File: config.mk
export PLATFORM = sky130hd
export DESIGN_NAME = ctu_top
export DESIGN_NICKNAME = d
export VERILOG_FILES = /design/src/ctu_pkg.sv /design/src/ctu_ras_hint.sv /design/src/ctu_top.sv
export SDC_FILE = /design/constraint.sdc
export NUM_CORES = 1
export LEC_CHECK = 0
export BUFFER_PORTS_ARGS = -buffer_cell sky130_fd_sc_hd__buf_2
export CORE_ASPECT_RATIO = 1.5
export CORE_UTILIZATION = 59
export CTS_CLUSTER_SIZE = 20
export DETAILED_ROUTE_END_ITERATION = 10
export PLACE_DENSITY = 0.87
export SLEW_MARGIN = 20
export SYNTH_ARGS = -nofsm -noshare
export SYNTH_HDL_FRONTEND = slang
export SYNTH_HIERARCHICAL = 1
export SYNTH_SLANG_ARGS = --single-unit
File: constraint.sdc
create_clock -name pclk -period 5.1 [get_ports pclk]
set_input_delay 0.255 -clock pclk [delete_from_list [all_inputs] [get_ports pclk]]
set_output_delay 0.255 -clock pclk [all_outputs]
set_load 0.02 [all_outputs]
File: src/ctu_pkg.sv
// Constants, types and helper functions of the control transfer unit.
// Assumes a 32-bit instruction word and a 32-bit program counter.
`default_nettype none
package ctu_pkg;
    localparam int          XLEN          = 32;
    localparam logic [6:0]  OPC_JAL       = 7'h6F;
    localparam logic [6:0]  OPC_JALR      = 7'h67;
    localparam logic [6:0]  OPC_BRANCH    = 7'h63;
    localparam logic [2:0]  F3_EQ         = 3'h0;
    localparam logic [2:0]  F3_NE         = 3'h1;
    localparam logic [2:0]  F3_LT         = 3'h4;
    localparam logic [2:0]  F3_GE         = 3'h5;
    localparam logic [2:0]  F3_LTU        = 3'h6;
    localparam logic [2:0]  F3_GEU        = 3'h7;
    localparam logic [4:0]  ZERO_REG      = 5'h00;
    localparam logic [4:0]  LINK_REG_PRI  = 5'h01;
    localparam logic [4:0]  LINK_REG_ALT  = 5'h05;
    localparam logic [31:0] INSTR_STEP    = 32'h0000_0004;
    // Register offsets (byte addresses)
    localparam logic [11:0] ADDR_CTRL     = 12'h000;
    localparam logic [11:0] ADDR_STATUS   = 12'h004;
    localparam logic [11:0] ADDR_MASK     = 12'h008;
    localparam logic [11:0] ADDR_COUNT    = 12'h00C;
    localparam logic [11:0] ADDR_LAST_TGT = 12'h010;
    // Field positions
    localparam int          CTRL_EN_BIT   = 0;
    localparam int          CTRL_CMP_BIT  = 1;
    localparam int          ST_XFER_BIT   = 0;
    localparam int          ST_MISAL_BIT  = 1;
    localparam int          ST_FAULT_BIT  = 2;
    localparam int          ST_W          = 3;
    // Reset values
    localparam logic [1:0]  CTRL_RST      = 2'h1;
    localparam logic [2:0]  MASK_RST      = 3'h0;
    localparam logic [2:0]  STATUS_RST    = 3'h0;

    typedef enum logic [1:0] {
        CTU_OP_NONE = 2'b00,
        CTU_OP_JAL  = 2'b01,
        CTU_OP_JALR = 2'b11,
        CTU_OP_BR   = 2'b10
    } ctu_op_e;

    function automatic logic [31:0] ctu_imm_i(input logic [31:0] ins);
        return {{20{ins[31]}}, ins[31:20]};
    endfunction

    function automatic logic [31:0] ctu_imm_j(input logic [31:0] ins);
        return {{11{ins[31]}}, ins[31], ins[19:12], ins[20],
                ins[30:21], 1'b0};
    endfunction

    function automatic logic [31:0] ctu_imm_b(input logic [31:0] ins);
        return {{19{ins[31]}}, ins[31], ins[7], ins[30:25],
                ins[11:8], 1'b0};
    endfunction

    function automatic logic ctu_is_link(input logic [4:0] r);
        return (r == LINK_REG_PRI) || (r == LINK_REG_ALT);
    endfunction
endpackage
`default_nettype wire

File: src/ctu_ras_hint.sv
// Return-address-stack hint decode from link-register usage.
// Assumes the caller qualifies the result with a valid jump.
`default_nettype none
module ctu_ras_hint
    import ctu_pkg::*;
(
    input  wire logic       is_jal,
    input  wire logic       is_jalr,
    input  wire logic [4:0] rd,
    input  wire logic [4:0] rs1,
    output logic            push,
    output logic            pop
);
    logic rd_link;
    logic rs_link;

    assign rd_link = ctu_is_link(rd);
    assign rs_link = ctu_is_link(rs1);

    always_comb begin
        push = 1'b0;
        pop  = 1'b0;
        if (is_jal) begin
            push = rd_link;
        end else if (is_jalr) begin
            push = rd_link;
            pop  = rs_link && (!rd_link || rd != rs1);
        end
    end
endmodule
`default_nettype wire

File: src/ctu_top.sv
// Control transfer unit: jump and branch outcome, link value,
// misalignment check and return-stack hints, with an APB register file.
// Assumes issue and fault inputs come from logic on pclk.
//
// Notes on behaviour
// - Direct jump target is pc plus sign-extended J offset in halfwords.
// - Direct jump writes pc plus 4 to its destination.
// - Destination zero register discards the link; nothing is written.
// - Indirect jump adds unscaled 12-bit offset to source, clears bit 0.
// - Indirect jump writes pc plus 4; zero destination discards it.
// - Both jumps flag misalignment when target is not word aligned.
// - With halfword instructions enabled, misalignment is never flagged.
// - Direct jump pushes return stack only for a link destination.
// - Indirect jump pops, pushes or both by link register usage.
// - Branch target is pc plus sign-extended B offset in halfwords.
// - Equal branch taken on equal sources; not-equal on differing.
// - Less-than branches compare signed or unsigned.
// - Greater-or-equal branches compare signed or unsigned.
// - Branch misalignment is flagged only when taken.
// - No delay slot: younger instructions are flushed on redirect.
// - A fetch fault on a target is reported at the target address.
`default_nettype none
module ctu_top
    import ctu_pkg::*;
(
    input  wire logic        pclk,
    input  wire logic        presetn,
    input  wire logic        psel,
    input  wire logic        penable,
    input  wire logic        pwrite,
    input  wire logic [11:0] paddr,
    input  wire logic [31:0] pwdata,
    output logic      [31:0] prdata,
    output logic             pready,
    output logic             pslverr,
    output logic             irq,
    input  wire logic        issue_valid,
    input  wire logic [31:0] issue_pc,
    input  wire logic [31:0] issue_instr,
    input  wire logic [31:0] issue_src_a,
    input  wire logic [31:0] issue_src_b,
    input  wire logic        fetch_fault,
    input  wire logic [31:0] fetch_fault_pc,
    output logic             res_valid,
    output logic             res_taken,
    output logic             res_misaligned,
    output logic             res_redirect,
    output logic             res_flush,
    output logic      [31:0] res_target,
    output logic      [31:0] res_next_pc,
    output logic             res_link_we,
    output logic      [4:0]  res_link_rd,
    output logic      [31:0] res_link_data,
    output logic             res_ras_push,
    output logic             res_ras_pop,
    output logic             fault_valid,
    output logic      [31:0] fault_pc
);
    // Register state
    logic [1:0]  ctrl_reg;
    logic [2:0]  mask_reg;
    logic [2:0]  status_reg;
    logic [2:0]  status_next;
    logic [31:0] count_reg;
    logic [31:0] last_tgt_reg;
    logic [31:0] prdata_reg;

    // Decode
    ctu_op_e     op;
    logic [4:0]  rd;
    logic [4:0]  rs1;
    logic [2:0]  f3;
    logic        fire;
    logic        cond;
    logic        taken;
    logic        misal;
    logic [31:0] target;
    logic [31:0] seq_pc;
    logic        hint_push;
    logic        hint_pop;
    logic        cmp_en;

    assign rd     = issue_instr[11:7];
    assign rs1    = issue_instr[19:15];
    assign f3     = issue_instr[14:12];
    assign cmp_en = ctrl_reg[CTRL_CMP_BIT];
    assign fire   = issue_valid && ctrl_reg[CTRL_EN_BIT] &&
                    (op != CTU_OP_NONE);
    assign seq_pc = issue_pc + INSTR_STEP;

    always_comb begin
        case (issue_instr[6:0])
            OPC_JAL:    op = CTU_OP_JAL;
            OPC_JALR:   op = CTU_OP_JALR;
            OPC_BRANCH: op = CTU_OP_BR;
            default:    op = CTU_OP_NONE;
        endcase
    end

    always_comb begin
        case (f3)
            F3_EQ:   cond = issue_src_a == issue_src_b;
            F3_NE:   cond = issue_src_a != issue_src_b;
            F3_LT:   cond = $signed(issue_src_a) <
                            $signed(issue_src_b);
            F3_LTU:  cond = issue_src_a < issue_src_b;
            F3_GE:   cond = $signed(issue_src_a) >=
                            $signed(issue_src_b);
            F3_GEU:  cond = issue_src_a >= issue_src_b;
            default: cond = 1'b0;
        endcase
    end

    always_comb begin
        case (op)
            CTU_OP_JAL:  target = issue_pc + ctu_imm_j(issue_instr);
            CTU_OP_JALR: target = (issue_src_a + ctu_imm_i(issue_instr))
                                  & ~32'h0000_0001;
            CTU_OP_BR:   target = issue_pc + ctu_imm_b(issue_instr);
            default:     target = seq_pc;
        endcase
    end

    assign taken = (op == CTU_OP_BR) ? cond : (op != CTU_OP_NONE);
    // Halfword mode never flags; otherwise only a taken transfer may
    assign misal = taken && !cmp_en && (target[1:0] != 2'h0);

    ctu_ras_hint u_ras (
        .is_jal  (op == CTU_OP_JAL),
        .is_jalr (op == CTU_OP_JALR),
        .rd      (rd),
        .rs1     (rs1),
        .push    (hint_push),
        .pop     (hint_pop)
    );

    // Result stage
    always_ff @(posedge pclk or negedge presetn) begin
        if (!presetn) begin
            res_valid      <= 1'b0;
            res_taken      <= 1'b0;
            res_misaligned <= 1'b0;
            res_redirect   <= 1'b0;
            res_ras_push   <= 1'b0;
            res_ras_pop    <= 1'b0;
        end else begin
            res_valid      <= fire;
            res_taken      <= fire && taken;
            res_misaligned <= fire && misal;
            res_redirect   <= fire && taken && !misal;
            res_ras_push   <= fire && hint_push;
            res_ras_pop    <= fire && hint_pop;
        end
    end

    always_ff @(posedge pclk or negedge presetn) begin
        if (!presetn) begin
            res_link_we   <= 1'b0;
            res_link_rd   <= ZERO_REG;
            res_link_data <= 32'h0000_0000;
        end else begin
            // Zero destination or a faulting jump leaves the file alone
            res_link_we   <= fire && (op != CTU_OP_BR) && !misal &&
                             (rd != ZERO_REG);
            res_link_rd   <= fire ? rd : ZERO_REG;
            if (fire) begin
                res_link_data <= seq_pc;
            end
        end
    end

    always_ff @(posedge pclk or negedge presetn) begin
        if (!presetn) begin
            res_target  <= 32'h0000_0000;
            res_next_pc <= 32'h0000_0000;
        end else if (fire) begin
            res_target  <= target;
            res_next_pc <= (taken && !misal) ? target : seq_pc;
        end
    end

    // Flush of younger work behind a taken transfer that is not misaligned
    assign res_flush = res_redirect;

    // Fetch faults belong to the instruction at the faulting address
    always_ff @(posedge pclk or negedge presetn) begin
        if (!presetn) begin
            fault_valid <= 1'b0;
            fault_pc    <= 32'h0000_0000;
        end else begin
            fault_valid <= fetch_fault;
            if (fetch_fault) begin
                fault_pc <= fetch_fault_pc;
            end
        end
    end

    // APB slave, zero wait states
    logic acc;
    logic wr_acc;
    logic rd_acc;
    logic hit;

    assign acc    = psel && penable;
    assign wr_acc = acc && pwrite;
    assign rd_acc = acc && !pwrite;
    assign hit    = (paddr == ADDR_CTRL) || (paddr == ADDR_STATUS) ||
                    (paddr == ADDR_MASK) || (paddr == ADDR_COUNT) ||
                    (paddr == ADDR_LAST_TGT);
    assign pready  = 1'b1;
    assign pslverr = acc && !hit;
    assign prdata  = prdata_reg;

    always_ff @(posedge pclk or negedge presetn) begin
        if (!presetn) begin
            ctrl_reg <= CTRL_RST;
            mask_reg <= MASK_RST;
        end else if (wr_acc) begin
            if (paddr == ADDR_CTRL) begin
                ctrl_reg <= pwdata[1:0];
            end
            if (paddr == ADDR_MASK) begin
                mask_reg <= pwdata[ST_W-1:0];
            end
        end
    end

    // Read data is captured in the setup cycle
    always_ff @(posedge pclk or negedge presetn) begin
        if (!presetn) begin
            prdata_reg <= 32'h0000_0000;
        end else if (psel && !penable && !pwrite) begin
            case (paddr)
                ADDR_CTRL:     prdata_reg <= {30'h0, ctrl_reg};
                ADDR_STATUS:   prdata_reg <= {29'h0, status_reg};
                ADDR_MASK:     prdata_reg <= {29'h0, mask_reg};
                ADDR_COUNT:    prdata_reg <= count_reg;
                ADDR_LAST_TGT: prdata_reg <= last_tgt_reg;
                default:       prdata_reg <= 32'h0000_0000;
            endcase
        end
    end

    // Sticky events; a read clears only what it returned, a set wins
    logic [2:0] ev_set;
    logic [2:0] ev_clr;

    always_comb begin
        ev_set = 3'h0;
        ev_set[ST_XFER_BIT]  = fire && taken && !misal;
        ev_set[ST_MISAL_BIT] = fire && misal;
        ev_set[ST_FAULT_BIT] = fetch_fault;
        ev_clr = (rd_acc && paddr == ADDR_STATUS) ?
                 prdata_reg[ST_W-1:0] : 3'h0;
        status_next = (status_reg & ~ev_clr) | ev_set;
    end

    always_ff @(posedge pclk or negedge presetn) begin
        if (!presetn) begin
            status_reg <= STATUS_RST;
        end else begin
            status_reg <= status_next;
        end
    end

    always_ff @(posedge pclk or negedge presetn) begin
        if (!presetn) begin
            irq <= 1'b0;
        end else begin
            irq <= |(status_next & mask_reg);
        end
    end

    always_ff @(posedge pclk or negedge presetn) begin
        if (!presetn) begin
            count_reg    <= 32'h0000_0000;
            last_tgt_reg <= 32'h0000_0000;
        end else if (fire && taken && !misal) begin
            count_reg    <= count_reg + 32'h0000_0001;
            last_tgt_reg <= target;
        end
    end
endmodule
`default_nettype wire

==> flow_summary.yaml, run 1 <==
logic_synthesis:
  synth_flop_cell: "dfrtp_1"
  ys_top_cells_by_area: "dfrtp_1, ha_1, nand2_1, o21ai_0, mux2_2"
  syn_avg_cell_area_um2: 9.409
  synth_fp_nets: 1937
  ys_async_sr_fraction_pct: 100.0
  yosys_register_bits: 246
  synth_warnings: 6
  synth.cell_area_um2: 15300
  yosys.area.top_type: "dfrtp_1"
  ys_seq_area_share_pct: 40.25
  netlist.area_leader.share_pct: 40.08
  synth_edf_count: 0
  syn_inst: 1626
  ys_types: 86
power:
  ir_drop_mv: 0.2863
  powerDensity_nw_per_um2: 244.3
  p_leak_nw: 9.514
  total_power_mw: 4.481
placed_design:
  place_congestion: 0.9919
  portBuffers: 357
  dpl.hpwl_um: 35830
timing:
  clock_skew_ps: 10.19
  final-setup-viol-count: 0
  fin_crit_ps: 4266
  max_slew_margin_pct: 38.80
  final_max_slew_viol_count: 0
  tightest_slew_ps: 917.0
  setup-tns-final_ps: 0
  max_freq_ghz: 0.2344
  rsz0062_at_grt: "false"
  finalCritPeriodShare_pct: 83.64
  whs_ps: 5.550
  final-hold-violation-count: 0
critical_path:
  r2r_start: "ctrl_reg[0]"
  arrival_ps: 4620
  startpoint: "issue_instr[4]"
  cp.required_ps: 5460
  crit_path_end_kind: "flip-flop"
  crit_end: "res_next_pc[29]"
  r2r_end: "irq"
  reg2regPathDepth: 6
  start_kind: "input port"
  rrSetupSlack_ps: 2040
  crit_type: "input port to flip-flop"
  critPathMaxFanout: 16
layout:
  final_cell_mix: "buf_2, dfrtp_1, nand2_1"
  drive_gt1_share_pct: 25.32
  area_growth_pct: 19.92
  final_common_cell: "buf_2"
  fillers: 1835
  final_nets: 2276
clock_tree:
  cts-resized-gates: 0
  ctsLongestPathBuffers: 3
  post_cts_buffers: 0
  htreeDepth: 1
  tritoncts: "built"
  cts_hold_buf: 23
  cts_made_buffers: 20
  cts.sinks: 246
  clkTransAtPathRegs_ps: 70
  clk_latency_ps: 500
  clock-root-buffer: "clkbuf_16"
route:
  firstDrtPassIters: 6
  routed_wl_um: 47570
  wl_per_cell_um: 20.60
  drt_iter0_drc: 968
  detailroute.via_count: 14610
  vias_per_cell: 6.329
  route.detailed.drc: 0
  ant_nets: 0
job:
  maxCapViolations: 0
global_route:
  grt_max_degree: 156
  antenna_found_initial: 1
  grt_pass1_vias: 14310
  grt.overflow.total: 0
  grtUsageTotal_pct: 35.16
  grt_pass1_wl_um: 73230
floorplan:
  die_h_um: 199.2
  start_util_pct: 60.64
  coreArea_um2: 25230
  dieArea_um2: 26590
  io_pins: 388
  die_x_um: 133.5
  fp-row-count: 71
status:
  run_status: "complete, no violations"
worst_hold_path:
  holdCritPathClass: "input port to flip-flop"
## Yosys cell counts, types with 9 or more instances
master / n
and3_1: 27
mux2_2: 48
xor2_1: 48
nor2_1: 92
and4_1: 9
a211o_1: 11
a211oi_1: 19
nor3_1: 41
a21o_1: 51
o211ai_1: 12
a221o_1: 21
inv_1: 67
xnor2_1: 48
nand4_1: 37
a21oi_1: 72
clkbuf_1: 67
a22oi_1: 38
or3_1: 14
a221oi_1: 10
a31oi_1: 10
dfrtp_1: 245
nand2_1: 172
o21ai_0: 126
o21bai_1: 11
o22a_1: 9
o21a_1: 14
ha_1: 98
nand3_1: 40
## cells by family after synthesis
kind of cell,count (synthesis),share of synthesized area [%]
XOR/XNOR,101,6.028
flip-flops,246,40.25
AND/OR/NAND/NOR,503,16.58
buffers and inverters,152,4.032
multiplexers,54,3.950
AO/OA/AOI/OAI,469,20.86
other,1,0.02451
adder cells (fa/ha/maj),100,8.277
## cell type report
class | instances | area (um2) | area share, %
clock buffers | 33 | 660.6 | 3.601
clock inverters | 3 | 67.56 | 0.3683
flip-flops and latches | 246 | 6157 | 33.56
diodes | 2 | 5.005 | 0.02728
multi-input cells | 1228 | 8548 | 46.59
repair buffers | 401 | 2242 | 12.22
well taps | 328 | 410.4 | 2.237
inverters | 68 | 255.2 | 1.391
## power by group
part	switching, mW	internal, mW
combinational	0.479	0.335
sequential	0.0165	1.98
clock	0.689	0.987
## critical path, stage by stage
cell      delay, ps
buf_2            90
nor2b_1          90
nand4_1         120
or2_2           320
inv_1            90
ha_1            180
buf_4           230
mux2_2          380
fa_1            450
a21o_1          210
a22o_1          240
o2111a_1        310
o31a_1          360
o31ai_1         390
nand2_1         120
xor2_1          170
a211oi_1        450
o21ai_0         170
## routing by layer
| layer | track usage, % | share of wire, % | wire (um) | vias to the layer above |
|---|---|---|---|---|
| li1 | - | - | - | 6663 |
| met1 | 39.41 | 36 | 17210 | 7008 |
| met2 | 63.54 | 50 | 23920 | 759 |
| met3 | 3.628 | 6.8 | 3221 | 183 |
| met4 | 22.56 | 6.8 | 3221 | 0 |
| met5 | 0 | 0 | 0 | - |
## worst min-delay path by stage
stage	from	end	slack [ps]	cells past startpoint
after global routing	pwdata[2]	mask_reg[2]	1	2
after detailed placement	res_link_data[30]	res_link_data[30]	460	1
final	pwdata[2]	mask_reg[2]	6	2
after CTS	pwdata[0]	mask_reg[0]	0.7	2
after global placement	res_link_data[9]	res_link_data[9]	460	1
after floorplan	presetn	count_reg[0]	-40	0
## metrics by stage
stage	utilization [%]	worst slack, ps	instances	area (um2)
4_1_cts	72.59	886.8	2306	18310
2_1_floorplan	-	985.7	1626	15300
3_3_place_gp	68.79	538.3	2247	17360
3_5_place_dp	68.79	411.1	2247	17360
6_report	72.72	834.4	2309	18350
5_1_grt	72.71	607.6	2308	18340
(Power assumes the default switching activity.)
==> run 2: changes to the inputs <==
--- a/config.mk
+++ b/config.mk
@@ -7,10 +7,10 @@
 export LEC_CHECK = 0
 export BUFFER_PORTS_ARGS = -buffer_cell sky130_fd_sc_hd__buf_2
 export CORE_ASPECT_RATIO = 1.5
-export CORE_UTILIZATION = 59
+export CORE_UTILIZATION = 54
 export CTS_CLUSTER_SIZE = 20
 export DETAILED_ROUTE_END_ITERATION = 10
-export PLACE_DENSITY = 0.87
+export PLACE_DENSITY = 0.81
 export SLEW_MARGIN = 20
 export SYNTH_ARGS = -nofsm -noshare
 export SYNTH_HDL_FRONTEND = slang
==> constraint.sdc (replaced) <==
create_clock -name pclk -period 4.13 [get_ports pclk]
set_input_delay 0.2065 -clock pclk [delete_from_list [all_inputs] [get_ports pclk]]
set_output_delay 0.2065 -clock pclk [all_outputs]
set_load 0.02 [all_outputs]
==> run 2 against run 1 <==
Compared with the run above:
- worst setup slack got worse by 600 ps
- power rose by 26%
- utilization fell by 4.6 points
- via count rose by 0.58%
- sequential share of layout area fell by 1.1 points
- clock power rose by 26%
- largest cell class unchanged
==> flow_summary.yaml, run 2 (synthesis results as in run 1) <==
route:
  route.detailed.drc: 0
  detailroute.via_count: 14700
  routed_wl_um: 49460
  ant_nets: 0
  drt_iter0_drc: 1059
  vias_per_cell: 6.122
  firstDrtPassIters: 5
  wl_per_cell_um: 20.60
layout:
  area_growth_pct: 24.10
  final_cell_count_no_fill: 2401
  final_common_cell: "buf_2"
  fillers: 2175
  drive_gt1_share_pct: 27.46
  final_nets: 2352
  finalInstanceArea_um2: 18990
  final_cell_mix: "buf_2, dfrtp_1, nand2_1"
timing:
  fin_crit_ps: 3893
  final-setup-viol-count: 0
  setup-tns-final_ps: 0
  final-hold-violation-count: 0
  max_slew_margin_pct: 45.44
  finalCritPeriodShare_pct: 94.26
  clock_skew_ps: 10.47
  fin_ws_ps: 236.9
  tightest_slew_ps: 818.4
  final_max_slew_viol_count: 0
  max_freq_ghz: 0.2569
  rsz0062_at_grt: "true"
floorplan:
  coreArea_um2: 27870
  fp-row-count: 75
  die_h_um: 208.1
  io_pins: 388
  die_x_um: 139.4
  start_util_pct: 54.89
  dieArea_um2: 29020
clock_tree:
  htreeDepth: 1
  cts_made_buffers: 21
  ctsLongestPathBuffers: 3
  cts.sinks: 246
  clk_latency_ps: 510
  clkTransAtPathRegs_ps: 70
  clock-root-buffer: "clkbuf_16"
  tritoncts: "built"
global_route:
  grt_max_degree: 115
  grt.overflow.total: 0
  grt_pass1_vias: 14700
  antenna_found_initial: 1
  grtUsageTotal_pct: 33.89
  grt_pass1_wl_um: 77050
placed_design:
  dp_slack_ps: -325.2
  portBuffers: 357
  placed_cells: 2325
  place_congestion: 0.9494
  dpl.hpwl_um: 37790
  dpl_cell_area_um2: 17840
critical_path:
  rrSetupSlack_ps: 1190
  cp.required_ps: 4500
  start_kind: "input port"
  crit_path_end_kind: "flip-flop"
  critPathMaxFanout: 4
  crit_type: "input port to flip-flop"
  arrival_ps: 4260
power:
  ir_drop_mv: 0.2359
  p_leak_nw: 9.884
  total_power_mw: 5.657
  powerDensity_nw_per_um2: 298.0
job:
  maxCapViolations: 0
status:
  run_status: "complete, no violations"
worst_hold_path:
  holdCritPathClass: "input port to flip-flop"
run 2: changes by cell type in the layout (fill, tap and decap cells not counted), moves of 2 or more:
cell           before  now
o21ai_0           126  123
clkbuf_8            9    6
dlygate4sd3_1      23   39
buf_4              17   76
clkinv_2            0    3
o21ai_1             1    4
clkbuf_1            3    1
run 2: through the flow:
stage / hold slack, ps / utilization, %
global route: 14.76 / 68.12
floorplan: -89.09 / -
detailed placement: 314.7 / 64.01
CTS: 5.581 / 68.08
global placement: 310.1 / 64.01
finish: 19.14 / 68.12
run 2: area by class of cell:
type                       count  area [um2]  share of cell area [%]
timing repair buffer         476        2838                   14.95
sequential                   246        6157                   32.43
antenna                        1       2.502                 0.01318
multi-input combinational   1228        8558                   45.08
clock inverter                 8       130.1                  0.6854
inverter                      68       255.2                   1.344
tap                          346       432.9                   2.280
clock buffer                  28       611.8                   3.223
run 2: layer usage:
layer	part of all wire, %	up-vias	global-route usage [%]
met1	37	7083	38.62
li1	-	6804	-
met5	0	-	0
met4	7.1	0	23.22
met3	5.2	173	2.877
met2	51	638	60.11
run 2: worst max-delay path, cell delays in order:
cell      delay [ps]
buf_2            100
nor2b_1          100
nand4_1          120
or2_2            300
inv_1             90
ha_1             220
mux2_2           350
ha_1             230
fa_1             410
a21o_1           200
a22o_1           240
o2111a_1         310
o31a_1           370
o31ai_1          310
nand2_1          100
xor2_1           160
a211oi_1         320
o21ai_0          130
run 2: final timing paths:
kind / from / to / cells after the start
setup / recovery: issue_instr[4] / res_next_pc[29] / 18
setup reg to reg: count_reg[3] / count_reg[30] / 9
hold / removal: issue_instr[9] / res_link_rd[2] / 2
min in group asynchronous: presetn / fault_pc[10] / 2
max in group asynchronous: presetn / ctrl_reg[0] / 3
hold reg to reg: res_target[21] / res_target[21] / 1
run 2: power breakdown:
group | total [mW] | internal (mW) | switching [mW]
Combinational | 1.08 | 0.462 | 0.617
Sequential | 2.46 | 2.44 | 0.0190
Clock | 2.12 | 1.23 | 0.885
Total | 5.66 | 4.14 | 1.52
run 2: repair_timing:
| item | in CTS | in global routing |
|---|---|---|
| endpoints found under the hold margin | 147 | 0 |
| hold buffers | 39 | 0 |
| gates resized for setup | 0 | 5 |
| buffers inserted | 0 | 0 |
| endpoints found under the setup margin | 0 | 15 |
